`src/design/vsb_pkg.sv`:
```
/*
 * Constants, codes and carrier types of the standard identification,
 * blanking and horizontal loop control block.
 * Assumes a 100 MHz core clock and a 32-bit AXI4-Lite register bus.
 */
package vsb_pkg;
   // ***********************************************
   // Register map
   // ***********************************************
   localparam logic [7:0] OFS_CTRL0 = 8'h00;
   localparam logic [7:0] OFS_CTRL1 = 8'h04;
   localparam logic [7:0] OFS_HELP  = 8'h08;
   localparam logic [7:0] OFS_DLY   = 8'h0c;
   localparam logic [7:0] OFS_STAT0 = 8'h10;
   localparam logic [7:0] OFS_STAT1 = 8'h14;
   localparam logic [7:0] RST_CTRL  = 8'h00;
   localparam int INSEL_LSB = 6;
   localparam int TB_BIT    = 5;
   localparam int COMB_BIT  = 4;
   localparam int FRC_LSB   = 2;
   localparam int XA_BIT    = 1;
   localparam int XB_BIT    = 0;
   localparam int OPEN_BIT  = 4;
   localparam int TCS_LSB   = 2;
   localparam int SAF_BIT   = 1;
   localparam int HOB_BIT   = 5;
   localparam int HBC_BIT   = 4;
   localparam int BSY_BIT   = 3;
   localparam int BPS_BIT   = 7;
   localparam logic [1:0] FRC_SECAM   = 2'h1;
   localparam logic [1:0] FRC_PALNTSC = 2'h2;
   localparam logic [1:0] TCS_FAST    = 2'h0;
   localparam logic [1:0] TCS_SLOW    = 2'h2;
   localparam logic [1:0] INSEL_CVBS  = 2'h0;
   localparam logic [1:0] INSEL_YC    = 2'h1;
   localparam logic [1:0] RESP_OKAY   = 2'h0;
   localparam logic [1:0] RESP_SLVERR = 2'h2;
   // ***********************************************
   // Video timing
   // ***********************************************
   localparam logic [9:0] HB50_A_FIRST = 10'd275;
   localparam logic [9:0] HB50_A_LAST  = 10'd371;
   localparam logic [9:0] HB50_B_FIRST = 10'd587;
   localparam logic [9:0] HB50_B_LAST  = 10'd59;
   localparam logic [9:0] HB60_A_FIRST = 10'd230;
   localparam logic [9:0] HB60_A_LAST  = 10'd312;
   localparam logic [9:0] HB60_B_FIRST = 10'd493;
   localparam logic [9:0] HB60_B_LAST  = 10'd49;
   localparam logic [9:0] NOISE_START  = 10'd65;
   localparam logic [9:0] NOISE_LINES  = 10'd15;
   localparam logic [8:0] DIV_MAIN     = 9'd440;
   localparam logic [8:0] DIV_ALT      = 9'd432;
   localparam int DLY_STEP_NS = 40;
   localparam int DLY_W3_NS   = 160;
   localparam int DLY_W2_NS   = 160;
   localparam int DLY_W1_NS   = 80;
   localparam int DLY_W0_NS   = 40;
   localparam logic [1:0] TUNE_443 = 2'h0;
   localparam logic [1:0] TUNE_429 = 2'h1;
   localparam logic [1:0] TUNE_358 = 2'h2;
   // Synchroniser lanes for pin inputs.
   localparam int SY_LINE = 0;
   localparam int SY_VS   = 1;
   localparam int SY_FB   = 2;
   localparam int SY_SINK = 3;
   localparam int SY_ADDR = 4;
   localparam int SY_N    = 5;
   // ***********************************************
   // Types
   // ***********************************************
   typedef enum logic [1:0] {STD_SEARCH, STD_PAL, STD_SECAM, STD_NTSC} vsb_std_type;
   typedef enum logic [1:0] {CAL_POR, CAL_RUN, CAL_DONE} vsb_cal_type;
   typedef enum logic [1:0] {TC_FAST, TC_MED, TC_SLOW} vsb_tc_type;
   typedef struct packed {
      logic field_60hz;
      logic norm_sync_status;
      logic hblank;
      logic vblank;
      logic pal_ok;
      logic secam_line_ok;
      logic ntsc_ok;
      logic auto_yc;
      logic noise_over;
      logic loop_locked;
      logic osc_at_target;
   } vsb_vin_type;
   typedef struct packed {
      logic       notch_bypass;
      logic       yc_input_status;
      logic [1:0] filt_tune;
      logic [3:0] luma_delay_steps;
      logic       dl_bypass;
      logic       comb_dc_high;
      logic       comb_carrier_en;
      logic       secam_cal;
      logic       helper_blank;
      logic       black_fill;
      logic       sync_on_luma;
      logic       crystal_second;
      logic [8:0] div_ratio;
      vsb_tc_type tc;
      logic       loop_open;
      logic       osc_boost;
      logic       cal_active;
   } vsb_vout_type;
endpackage

```
`src/design/vsb_top.sv`:
```
/*
 * Digital control of a multi-standard colour decoder and sync processor:
 * standard search, filter selection, helper and fast blanking, noise
 * detection and horizontal loop control, with AXI4-Lite registers.
 * Assumes line, vertical, fast-blank, comb sink and address pins come
 * from outside the clock domain; vin comes from logic on core_clk.
 */
// Overview of operation
// - Forced standard is SECAM or PAL/NTSC group only; crystal choice set by identified standard.
// - Search skips SECAM unless XA_BIT is set, and standards excluded by forcing.
// - PAL wins over SECAM; SECAM found by line identification only.
// - At 60 Hz with the block bit set, SECAM is never identified.
// - Host reports crystals; single crystal means reference input always.
// - Filters tuned to 4.43, 4.29 or 3.58 MHz by identified standard.
// - Notches bypassed in Y/C mode, or for CVBS when trap bypass set.
// - Luma delay set in 40 ns steps, weights 160, 160, 80, 40 ns.
// - SECAM oscillator recalibrated each vertical blank in search or SECAM.
// - Delay line bypass with gain 2 when set, never in SECAM.
// - Comb pin low without carrier when disabled, high with carrier enabled.
// - Comb enable forces Y/C input and status unless pin sink present.
// - Helper blank off, on, or following noisy flag per two bits.
// - Helper blanking only while norm sync condition is reported.
// - 625-line: blank lines 275 to 371 and 587 through 59.
// - 525-line: blank lines 230 to 312 and 493 through 49.
// - Fast blank flag set when pulses seen in more than one line.
// - Blanked sync substitutes black in blanking; helper extends vertical blank.
// - Line oscillator divided by 440, or 432 for the alternate address.
// - Time constant fast, auto or slow; unlocked auto and slow use medium.
// - Noise sampled 15 lines from line 65; flag after two noisy fields.
// - Oscillator boosted after reset until ctrl1 written after ctrl0.
`timescale 1ns/10ps
module vsb_top
   import vsb_pkg::*;
(
   input  wire logic         core_clk,
   input  wire logic         rst_n,
   input  wire logic [7:0]   s_axi_awaddr,
   input  wire logic         s_axi_awvalid,
   output logic              s_axi_awready,
   input  wire logic [31:0]  s_axi_wdata,
   input  wire logic [3:0]   s_axi_wstrb,
   input  wire logic         s_axi_wvalid,
   output logic              s_axi_wready,
   output logic [1:0]        s_axi_bresp,
   output logic              s_axi_bvalid,
   input  wire logic         s_axi_bready,
   input  wire logic [7:0]   s_axi_araddr,
   input  wire logic         s_axi_arvalid,
   output logic              s_axi_arready,
   output logic [31:0]       s_axi_rdata,
   output logic [1:0]        s_axi_rresp,
   output logic              s_axi_rvalid,
   input  wire logic         s_axi_rready,
   input  wire logic         line_pulse_pin,
   input  wire logic         vertical_pulse_pin,
   input  wire logic         fast_blank_pin,
   input  wire logic         comb_sink_pin,
   input  wire logic         addr_alt_pin,
   input  wire vsb_vin_type  vin,
   output vsb_vout_type      vout
);
   // ***********************************************
   // Helpers
   // ***********************************************
   function automatic logic in_lines(input logic [9:0] n, input logic [9:0] a0, input logic [9:0] a1,
                                     input logic [9:0] b0, input logic [9:0] b1);
      in_lines = (n >= a0 && n <= a1) || n >= b0 || (n >= 10'd1 && n <= b1);
   endfunction

   function automatic logic [3:0] luma_steps(input logic [3:0] yd);
      int ns;
      ns = (yd[3] ? DLY_W3_NS : 0) + (yd[2] ? DLY_W2_NS : 0) + (yd[1] ? DLY_W1_NS : 0) + (yd[0] ? DLY_W0_NS : 0);
      luma_steps = 4'(ns / DLY_STEP_NS);
   endfunction

   // ***********************************************
   // Pin synchronisers
   // ***********************************************
   logic [SY_N-1:0] sy1, sy2, sy3, sy_lvl, next_sy_lvl;
   always_comb begin
      next_sy_lvl = sy_lvl;
      for (int i = 0; i < SY_N; i++) begin
         if (sy2[i] == sy3[i]) begin
            next_sy_lvl[i] = sy3[i];
         end
      end
   end
   always_ff @(posedge core_clk or negedge rst_n) begin
      if (!rst_n) begin
         sy1    <= '0;
         sy2    <= '0;
         sy3    <= '0;
         sy_lvl <= '0;
      end else begin
         sy1    <= {addr_alt_pin, comb_sink_pin, fast_blank_pin, vertical_pulse_pin, line_pulse_pin};
         sy2    <= sy1;
         sy3    <= sy2;
         sy_lvl <= next_sy_lvl;
      end
   end
   wire logic line_ev  = next_sy_lvl[SY_LINE] & ~sy_lvl[SY_LINE];
   wire logic field_ev = next_sy_lvl[SY_VS] & ~sy_lvl[SY_VS];

   // ***********************************************
   // AXI4-Lite slave and control registers
   // ***********************************************
   logic [7:0] ctrl0, ctrl1, help, dly, next_ctrl0, next_ctrl1, next_help, next_dly;
   logic [7:0] aw_addr, next_aw_addr, w_data, next_w_data;
   logic       w_lane0, next_w_lane0, ctrl0_seen, next_ctrl0_seen, ctrl1_wr, next_ctrl1_wr;
   logic       next_awready, next_wready, next_bvalid, next_arready, next_rvalid;
   logic [1:0] next_bresp, next_rresp;
   logic [31:0] next_rdata;
   logic [7:0] stat0, stat1;
   vsb_std_type std;
   vsb_cal_type cal;
   logic        fba, noisy_signal_flag;

   always_comb begin
      stat0 = {cal == CAL_POR, cal == CAL_RUN, std, vout.yc_input_status, 2'h0, vout.crystal_second};
      stat1 = {3'h0, fba, vin.norm_sync_status, noisy_signal_flag, 2'h0};
      next_ctrl0 = ctrl0;
      next_ctrl1 = ctrl1;
      next_help = help;
      next_dly = dly;
      next_aw_addr = aw_addr;
      next_w_data = w_data;
      next_w_lane0 = w_lane0;
      next_ctrl0_seen = ctrl0_seen;
      next_ctrl1_wr = 1'b0;
      next_awready = s_axi_awready;
      next_wready = s_axi_wready;
      next_bvalid = s_axi_bvalid;
      next_bresp = s_axi_bresp;
      next_arready = s_axi_arready;
      next_rvalid = s_axi_rvalid;
      next_rdata = s_axi_rdata;
      next_rresp = s_axi_rresp;
      if (s_axi_awready && s_axi_awvalid) begin
         next_awready = 1'b0;
         next_aw_addr = s_axi_awaddr;
      end
      if (s_axi_wready && s_axi_wvalid) begin
         next_wready = 1'b0;
         next_w_data = s_axi_wdata[7:0];
         next_w_lane0 = s_axi_wstrb[0];
      end
      if (s_axi_bvalid && s_axi_bready) begin
         next_bvalid = 1'b0;
         next_awready = 1'b1;
         next_wready = 1'b1;
      end else if (!s_axi_awready && !s_axi_wready && !s_axi_bvalid) begin
         next_bvalid = 1'b1;
         next_bresp = RESP_OKAY;
         case (aw_addr)
            OFS_CTRL0: begin
               if (w_lane0) begin
                  next_ctrl0 = w_data;
                  next_ctrl0_seen = 1'b1;
               end
            end
            OFS_CTRL1: begin
               if (w_lane0) begin
                  next_ctrl1 = w_data;
                  next_ctrl1_wr = 1'b1;
               end
            end
            OFS_HELP: begin
               if (w_lane0) begin
                  next_help = w_data;
               end
            end
            OFS_DLY: begin
               if (w_lane0) begin
                  next_dly = w_data;
               end
            end
            OFS_STAT0, OFS_STAT1: begin
            end
            default: begin
               next_bresp = RESP_SLVERR;
            end
         endcase
      end
      if (s_axi_rvalid && s_axi_rready) begin
         next_rvalid = 1'b0;
         next_arready = 1'b1;
      end else if (s_axi_arready && s_axi_arvalid) begin
         next_arready = 1'b0;
         next_rvalid = 1'b1;
         next_rresp = RESP_OKAY;
         case (s_axi_araddr)
            OFS_CTRL0: next_rdata = {24'h0, ctrl0};
            OFS_CTRL1: next_rdata = {24'h0, ctrl1};
            OFS_HELP:  next_rdata = {24'h0, help};
            OFS_DLY:   next_rdata = {24'h0, dly};
            OFS_STAT0: next_rdata = {24'h0, stat0};
            OFS_STAT1: next_rdata = {24'h0, stat1};
            default: begin
               next_rdata = 32'h0;
               next_rresp = RESP_SLVERR;
            end
         endcase
      end
   end

   always_ff @(posedge core_clk or negedge rst_n) begin
      if (!rst_n) begin
         ctrl0 <= RST_CTRL;
         ctrl1 <= RST_CTRL;
         help <= RST_CTRL;
         dly <= RST_CTRL;
         aw_addr <= 8'h0;
         w_data <= 8'h0;
         w_lane0 <= 1'b0;
         ctrl0_seen <= 1'b0;
         ctrl1_wr <= 1'b0;
         s_axi_awready <= 1'b1;
         s_axi_wready <= 1'b1;
         s_axi_bvalid <= 1'b0;
         s_axi_bresp <= RESP_OKAY;
         s_axi_arready <= 1'b1;
         s_axi_rvalid <= 1'b0;
         s_axi_rdata <= 32'h0;
         s_axi_rresp <= RESP_OKAY;
      end else begin
         ctrl0 <= next_ctrl0;
         ctrl1 <= next_ctrl1;
         help <= next_help;
         dly <= next_dly;
         aw_addr <= next_aw_addr;
         w_data <= next_w_data;
         w_lane0 <= next_w_lane0;
         ctrl0_seen <= next_ctrl0_seen;
         ctrl1_wr <= next_ctrl1_wr;
         s_axi_awready <= next_awready;
         s_axi_wready <= next_wready;
         s_axi_bvalid <= next_bvalid;
         s_axi_bresp <= next_bresp;
         s_axi_arready <= next_arready;
         s_axi_rvalid <= next_rvalid;
         s_axi_rdata <= next_rdata;
         s_axi_rresp <= next_rresp;
      end
   end

   // ***********************************************
   // Video control
   // ***********************************************
   logic [9:0]  line_cnt, next_line_cnt;
   logic [1:0]  fb_lines, next_fb_lines;
   logic [2:0]  strap_cnt, next_strap_cnt;
   logic        fb_seen, next_fb_seen, next_fba, noise_hit, next_noise_hit, prev_hit, next_prev_hit, next_snr;
   logic        addr_alt, next_addr_alt, sec_ok, pn_ok, yc, help_en, hb_range;
   vsb_std_type next_std;
   vsb_cal_type next_cal;
   vsb_vout_type next_vout;

   always_comb begin
      next_line_cnt = line_cnt;
      next_fb_lines = fb_lines;
      next_fb_seen = fb_seen | sy_lvl[SY_FB];
      next_fba = fba;
      next_noise_hit = noise_hit;
      next_prev_hit = prev_hit;
      next_snr = noisy_signal_flag;
      next_std = std;
      next_cal = cal;
      next_addr_alt = addr_alt;
      next_strap_cnt = strap_cnt;
      // The strap is taken until the seventh edge after reset, so the last captures
      // follow the three flops and the agreement stage, which need four edges.
      if (strap_cnt != 3'h7) begin
         next_strap_cnt = strap_cnt + 3'h1;
         next_addr_alt = sy_lvl[SY_ADDR];
      end
      if (line_ev) begin
         next_line_cnt = (line_cnt == 10'h3ff) ? line_cnt : line_cnt + 10'h1;
         next_fb_seen = sy_lvl[SY_FB];
         if (fb_seen && fb_lines != 2'h2) begin
            next_fb_lines = fb_lines + 2'h1;
         end
      end
      if (vin.noise_over && line_cnt >= NOISE_START && line_cnt < NOISE_START + NOISE_LINES) begin
         next_noise_hit = 1'b1;
      end
      sec_ok = ctrl0[XA_BIT] && ctrl0[FRC_LSB+:2] != FRC_PALNTSC
               && !(vin.field_60hz && ctrl1[SAF_BIT]);
      pn_ok = ctrl0[FRC_LSB+:2] != FRC_SECAM;
      if (field_ev) begin
         next_line_cnt = 10'h1;
         // more than one line per field
         next_fba = (fb_lines + {1'b0, fb_seen}) >= 2'h2;
         next_fb_lines = 2'h0;
         next_fb_seen = 1'b0;
         next_prev_hit = noise_hit;
         next_snr = noise_hit ? (prev_hit | noisy_signal_flag) : 1'b0;
         next_noise_hit = 1'b0;
         if (pn_ok && vin.pal_ok) begin
            next_std = STD_PAL;
         // no SECAM at 60 Hz when blocked
         end else if (sec_ok && vin.secam_line_ok) begin
            next_std = STD_SECAM;
         end else if (pn_ok && vin.ntsc_ok) begin
            next_std = STD_NTSC;
         end else begin
            next_std = STD_SEARCH;
         end
      end
      case (cal)
         CAL_POR: begin
            if (ctrl1_wr && ctrl0_seen) begin
               next_cal = CAL_RUN;
            end
         end
         CAL_RUN: begin
            if (vin.osc_at_target) begin
               next_cal = CAL_DONE;
            end
         end
         default: begin
         end
      endcase

      if (ctrl0[COMB_BIT] && !sy_lvl[SY_SINK]) begin
         yc = 1'b1;
      end else if (ctrl0[INSEL_LSB+1]) begin
         yc = vin.auto_yc;
      end else begin
         yc = ctrl0[INSEL_LSB+:2] == INSEL_YC;
      end
      next_vout.yc_input_status = yc;
      next_vout.notch_bypass = yc | ctrl0[TB_BIT];
      next_vout.crystal_second = ctrl0[XB_BIT] && ctrl0[XA_BIT] && std == STD_NTSC;
      if (std == STD_SECAM) begin
         next_vout.filt_tune = TUNE_429;
      end else if (std == STD_NTSC || !ctrl0[XA_BIT]) begin
         next_vout.filt_tune = TUNE_358;
      end else begin
         next_vout.filt_tune = TUNE_443;
      end
      next_vout.luma_delay_steps = luma_steps(dly[3:0]);
      next_vout.dl_bypass = dly[BPS_BIT] && std != STD_SECAM;
      next_vout.comb_dc_high = ctrl0[COMB_BIT];
      next_vout.comb_carrier_en = ctrl0[COMB_BIT];
      next_vout.secam_cal = field_ev && (std == STD_SEARCH || std == STD_SECAM);
      help_en = help[HOB_BIT] && (!help[HBC_BIT] || noisy_signal_flag) && vin.norm_sync_status;
      hb_range = vin.field_60hz ? in_lines(line_cnt, HB60_A_FIRST, HB60_A_LAST, HB60_B_FIRST, HB60_B_LAST)
                                : in_lines(line_cnt, HB50_A_FIRST, HB50_A_LAST, HB50_B_FIRST, HB50_B_LAST);
      next_vout.helper_blank = help_en && hb_range;
      next_vout.sync_on_luma = !help[BSY_BIT];
      next_vout.black_fill = help[BSY_BIT] && (vin.hblank || vin.vblank || (help_en && hb_range));
      next_vout.div_ratio = addr_alt ? DIV_ALT : DIV_MAIN;
      if (ctrl1[TCS_LSB+:2] == TCS_FAST) begin
         next_vout.tc = TC_FAST;
      end else if (!vin.loop_locked) begin
         next_vout.tc = TC_MED;
      end else if (ctrl1[TCS_LSB+:2] == TCS_SLOW || noisy_signal_flag) begin
         next_vout.tc = TC_SLOW;
      end else begin
         next_vout.tc = vin.vblank ? TC_FAST : TC_MED;
      end
      next_vout.loop_open = ctrl1[OPEN_BIT];
      next_vout.osc_boost = next_cal == CAL_POR;
      next_vout.cal_active = next_cal == CAL_RUN;
   end

   always_ff @(posedge core_clk or negedge rst_n) begin
      if (!rst_n) begin
         line_cnt <= 10'h0;
         fb_lines <= 2'h0;
         fb_seen <= 1'b0;
         fba <= 1'b0;
         noise_hit <= 1'b0;
         prev_hit <= 1'b0;
         noisy_signal_flag <= 1'b0;
         std <= STD_SEARCH;
         cal <= CAL_POR;
         addr_alt <= 1'b0;
         strap_cnt <= 3'h0;
         vout <= '0;
      end else begin
         line_cnt <= next_line_cnt;
         fb_lines <= next_fb_lines;
         fb_seen <= next_fb_seen;
         fba <= next_fba;
         noise_hit <= next_noise_hit;
         prev_hit <= next_prev_hit;
         noisy_signal_flag <= next_snr;
         std <= next_std;
         cal <= next_cal;
         addr_alt <= next_addr_alt;
         strap_cnt <= next_strap_cnt;
         vout <= next_vout;
      end
   end
endmodule

```
`config.mk`:
```
export PLATFORM = sky130hd
export DESIGN_NAME = vsb_top
export DESIGN_NICKNAME = d
export VERILOG_FILES = /design/src/design/vsb_pkg.sv /design/src/design/vsb_top.sv
export SDC_FILE = /design/constraint.sdc
export NUM_CORES = 1
export LEC_CHECK = 0
export BUFFER_PORTS_ARGS = -buffer_cell sky130_fd_sc_hd__buf_2
export CAP_MARGIN = 20
export CELL_PAD_IN_SITES_DETAIL_PLACEMENT = 0
export CELL_PAD_IN_SITES_GLOBAL_PLACEMENT = 1
export CORE_MARGIN = 2
export CORE_UTILIZATION = 35
export CTS_CLUSTER_SIZE = 10
export DETAILED_ROUTE_END_ITERATION = 10
export GPL_TIMING_DRIVEN = 0
export PLACE_DENSITY = 0.79
export SLEW_MARGIN = 20
export SYNTH_ARGS = -nofsm -noshare
export SYNTH_HDL_FRONTEND = slang
export SYNTH_SLANG_ARGS = --single-unit
```
`constraint.sdc`:
```
create_clock -name core_clk -period 2.9 [get_ports core_clk]
set_input_delay 0.29 -clock core_clk [delete_from_list [all_inputs] [get_ports core_clk]]
set_output_delay 0.29 -clock core_clk [all_outputs]
set_load 0.02 [all_outputs]
```
==> impl_metrics.csv <==
group,metric,value,unit
power_and_ir_drop,power.density,733.7,mW/mm²
placed_design,place_inst,874,
power_and_ir_drop,ir_drop,0.4149,mV
run,max_cap_viol_count,0,
floorplan,core,0.01724,mm²
yosys,synth_top_area_share,52.77,%
sta,skew,0.009724,ns
final_layout,final_cell_mix,"dfrtp_1, buf_2, buf_4, nand2_1",
global_route,grt_pass1_vias,4362,
drt,ant_nets,0,
sta,clock.fmax,0.3373,GHz
clock_network,cts_tree,"done",
final_layout,seq_area,0.003332,mm²
sta,post-route-min-period,2.965,ns
worst_setup_path,rr_startpoint,"dly[3]",
clock_network,cts-buffers-inserted,17,
final_layout,multiInputGateArea,0.002532,mm²
clock_network,cts.sinks,133,
global_route,antenna_found_initial,1,
worst_setup_path,critPathArrivalTime,3.28,ns
final_layout,drive_above_1_share,34.05,%
worst_setup_path,cp_slowest_cell,"fa_2",
drt,wl_per_cell,14.73,µm
worst_setup_path,crit_path_start_kind,"register",
drt,via_count,4365,
worst_setup_path,critPathMaxStageDelay,0.45,ns
placed_design,place_area,0.007071,mm²
yosys,synth_top_area_cell,"dfrtp_1",
yosys,synth_flop_cell,"dfrtp_1",
final_layout,antenna_cells,0,
worst_setup_path,end_kind,"register",
worst_setup_path,cp_max_fo,4,
clock_network,cts-root-buf,"clkbuf_16",
hold_path,min_from,"s_axi_awvalid",
sta,setup_violations,1,
final_layout,instances_no_fill,921,
yosys,ys_top_cells_by_area,"dfrtp_1, mux2_1, buf_4",
drt,drc_errors,0,
floorplan,fp.dieW,136.7,µm
worst_setup_path,crit_type,"register to register",
floorplan,chipHeight,136.7,µm
final_layout,nets,769,
hold_path,min_path_type,"primary input to register",
yosys,ys_seq_area_share,54.05,%
yosys,synthArstFlopShare,100.0,%
floorplan,fp.dieArea,0.01869,mm²
final_layout,fillers,1633,
worst_setup_path,crit_chain,"inv_2 > fa_2 > inv_2 > ha_4 > inv_2 > fa_2 > buf_4 > a31oi_1 > nand2_1 > a21boi_0 > a211oi_2 > nor3b_1 > o311ai_1",
run_status,status,"complete, but fails checks",
global_route,grt_pass1_wl,21800,µm
yosys,synth_edf_count,0,
global_route,overflow,0,
drt,routed_wl,13570,µm
final_layout,syn2layout_area_growth,26.57,%
yosys,ys_types,70,
placed_design,place_hpwl,9922,µm
sta,post-route-period-util,102.2,%
placed_design,gp_congestion,0.8050,
clock_network,h-tree-depth,4,
global_route,grt_max_degree,75,
yosys,synth_area,0.006165,mm²
yosys,synth-seq-cells,133,
drt,vias_per_cell,4.739,
worst_setup_path,crit_family,"compound AO/OA/AOI/OAI gates",
sta,final.setup.worst_slack,-0.06482,ns
sta,rsz0062_at_grt,"yes",
yosys,syn_inst,532,
yosys,ys.warnings.count,0,
sta,final_max_slew_viol_count,0,
sta,maxSlewHeadroom,52.94,%
final_layout,design_area,0.007802,mm²
run_status,violations,"negative setup slack",
sta,worst_pin_slew,0.7005,ns
power_and_ir_drop,power_leakage,3.778,nW
worst_setup_path,required,3.21,ns
floorplan,fp-row-count,48,
global_route,grt_usage,15.32,%
drt,firstDrtPassIters,4,
worst_setup_path,cp-startpoint,"dly[3]",
floorplan,io_pins,146,
clock_network,path_clk_slew,0.06,ns
placed_design,io_buffers,87,
final_layout,layout_commonest_cell,"dfrtp_1",
yosys,syn_avg_cell_area,11.59,µm²
sta,hold_viol,0,
clock_network,clk_latency,0.41,ns
worst_setup_path,critPathMostFrequentCell,"inv_2",
drt,drtIter0Drc,222,
worst_setup_path,cp_num_buf_inv,4,
floorplan,start_util,35.77,%
clock_network,cts_buffer_depth,2,
==> final timing paths <==
check,endpoint,slack (ns),cells after the start
worst max register to register,vout[22],-0.06,13
worst min-delay path,s_axi_awready,0.05,2
min in group asynchronous,line_cnt[2],0.42,2
max in group asynchronous,s_axi_arready,1.76,3
worst max-delay path,vout[22],-0.06,13
worst min register to register,sy2[4],0.35,0
==> state kept, by name, summed over array words and instances, names as in the netlist, 3 cells and up <==
register / cells
vout: 22
line_cnt: 10
aw_addr: 8
ctrl0: 8
ctrl1: 8
dly: 8
help: 8
s_axi_rdata: 8
w_data: 8
sy1: 5
sy2: 5
sy3: 5
sy_lvl: 5
strap_cnt: 3
==> metrics by stage <==
stage	util [%]	hold slack (ns)	total power (W)	TNS (ns)	setup WS [ns]
2_1_floorplan	-	-0.005591	0.003311	-0.06136	-0.06136
3_3_place_gp	40.80	0.3343	0.003643	-26.44	-0.2676
3_5_place_dp	41.02	0.3051	0.003707	-0.3357	-0.3357
4_1_cts	45.22	0.03274	0.005795	-0.04148	-0.04148
5_1_grt	45.27	0.03933	0.006051	-0.2484	-0.2484
6_report	45.27	0.04896	0.005724	-0.06482	-0.06482
==> cells by family after synthesis <==
family	share of synthesized area, %
XOR/XNOR	1.847
other	0.1218
adder cells (fa/ha/maj)	3.288
buffers and inverters	8.017
AO/OA/AOI/OAI	9.925
multiplexers	12.32
AND/OR/NAND/NOR	10.43
flip-flops	54.05
==> cell type report <==
cell class | count | share of cell area (%)
Clock buffer | 20 | 5.853
Buffer | 56 | 5.003
Timing Repair Buffer | 103 | 7.697
Tap cell | 225 | 3.608
Clock inverter | 12 | 1.331
Sequential cell | 133 | 42.70
Inverter | 28 | 1.347
Multi-Input combinational cell | 344 | 32.46
==> timing repair <==
item | in CTS | in global routing
hold buffers | 6 | 0
cloned | 0 | 0
pin swaps | 6 | 1
setup buffers | 9 | 0
resized for setup | 9 | 3
hold endpoints to repair | 76 | 0
setup endpoints to repair | 1 | 1
==> layer usage <==
metal / share of wire (%) / up-vias / track usage (%)
met4: 1.7 / 2 / 5.498
li1: - / 2111 / -
met5: 0.052 / - / 0
met3: 5.5 / 22 / 4.630
met1: 45 / 2119 / 19.86
met2: 48 / 111 / 24.31
==> cell usage after synthesis, types with 7 or more instances <==
master	instances
inv_1	26
ha_1	9
dfrtp_1	130
nand2_1	37
nand3_1	10
mux2_2	23
o21ai_0	20
clkbuf_1	9
mux2_1	30
a21oi_1	21
buf_4	39
nor2_1	31
nor3_1	7
o21ai_1	8
xnor2_1	9
a31oi_1	10
==> power breakdown <==
| part | leakage [nW] | internal (W) | switching (W) |
|---|---|---|---|
| Combinational | 1.81 | 0.000580 | 0.000645 |
| Clock | 0.272 | 0.00122 | 0.000788 |
| Sequential | 1.70 | 0.00221 | 0.000283 |
| Total | 3.78 | 0.00401 | 0.00172 |
(Power assumes the default switching activity.)
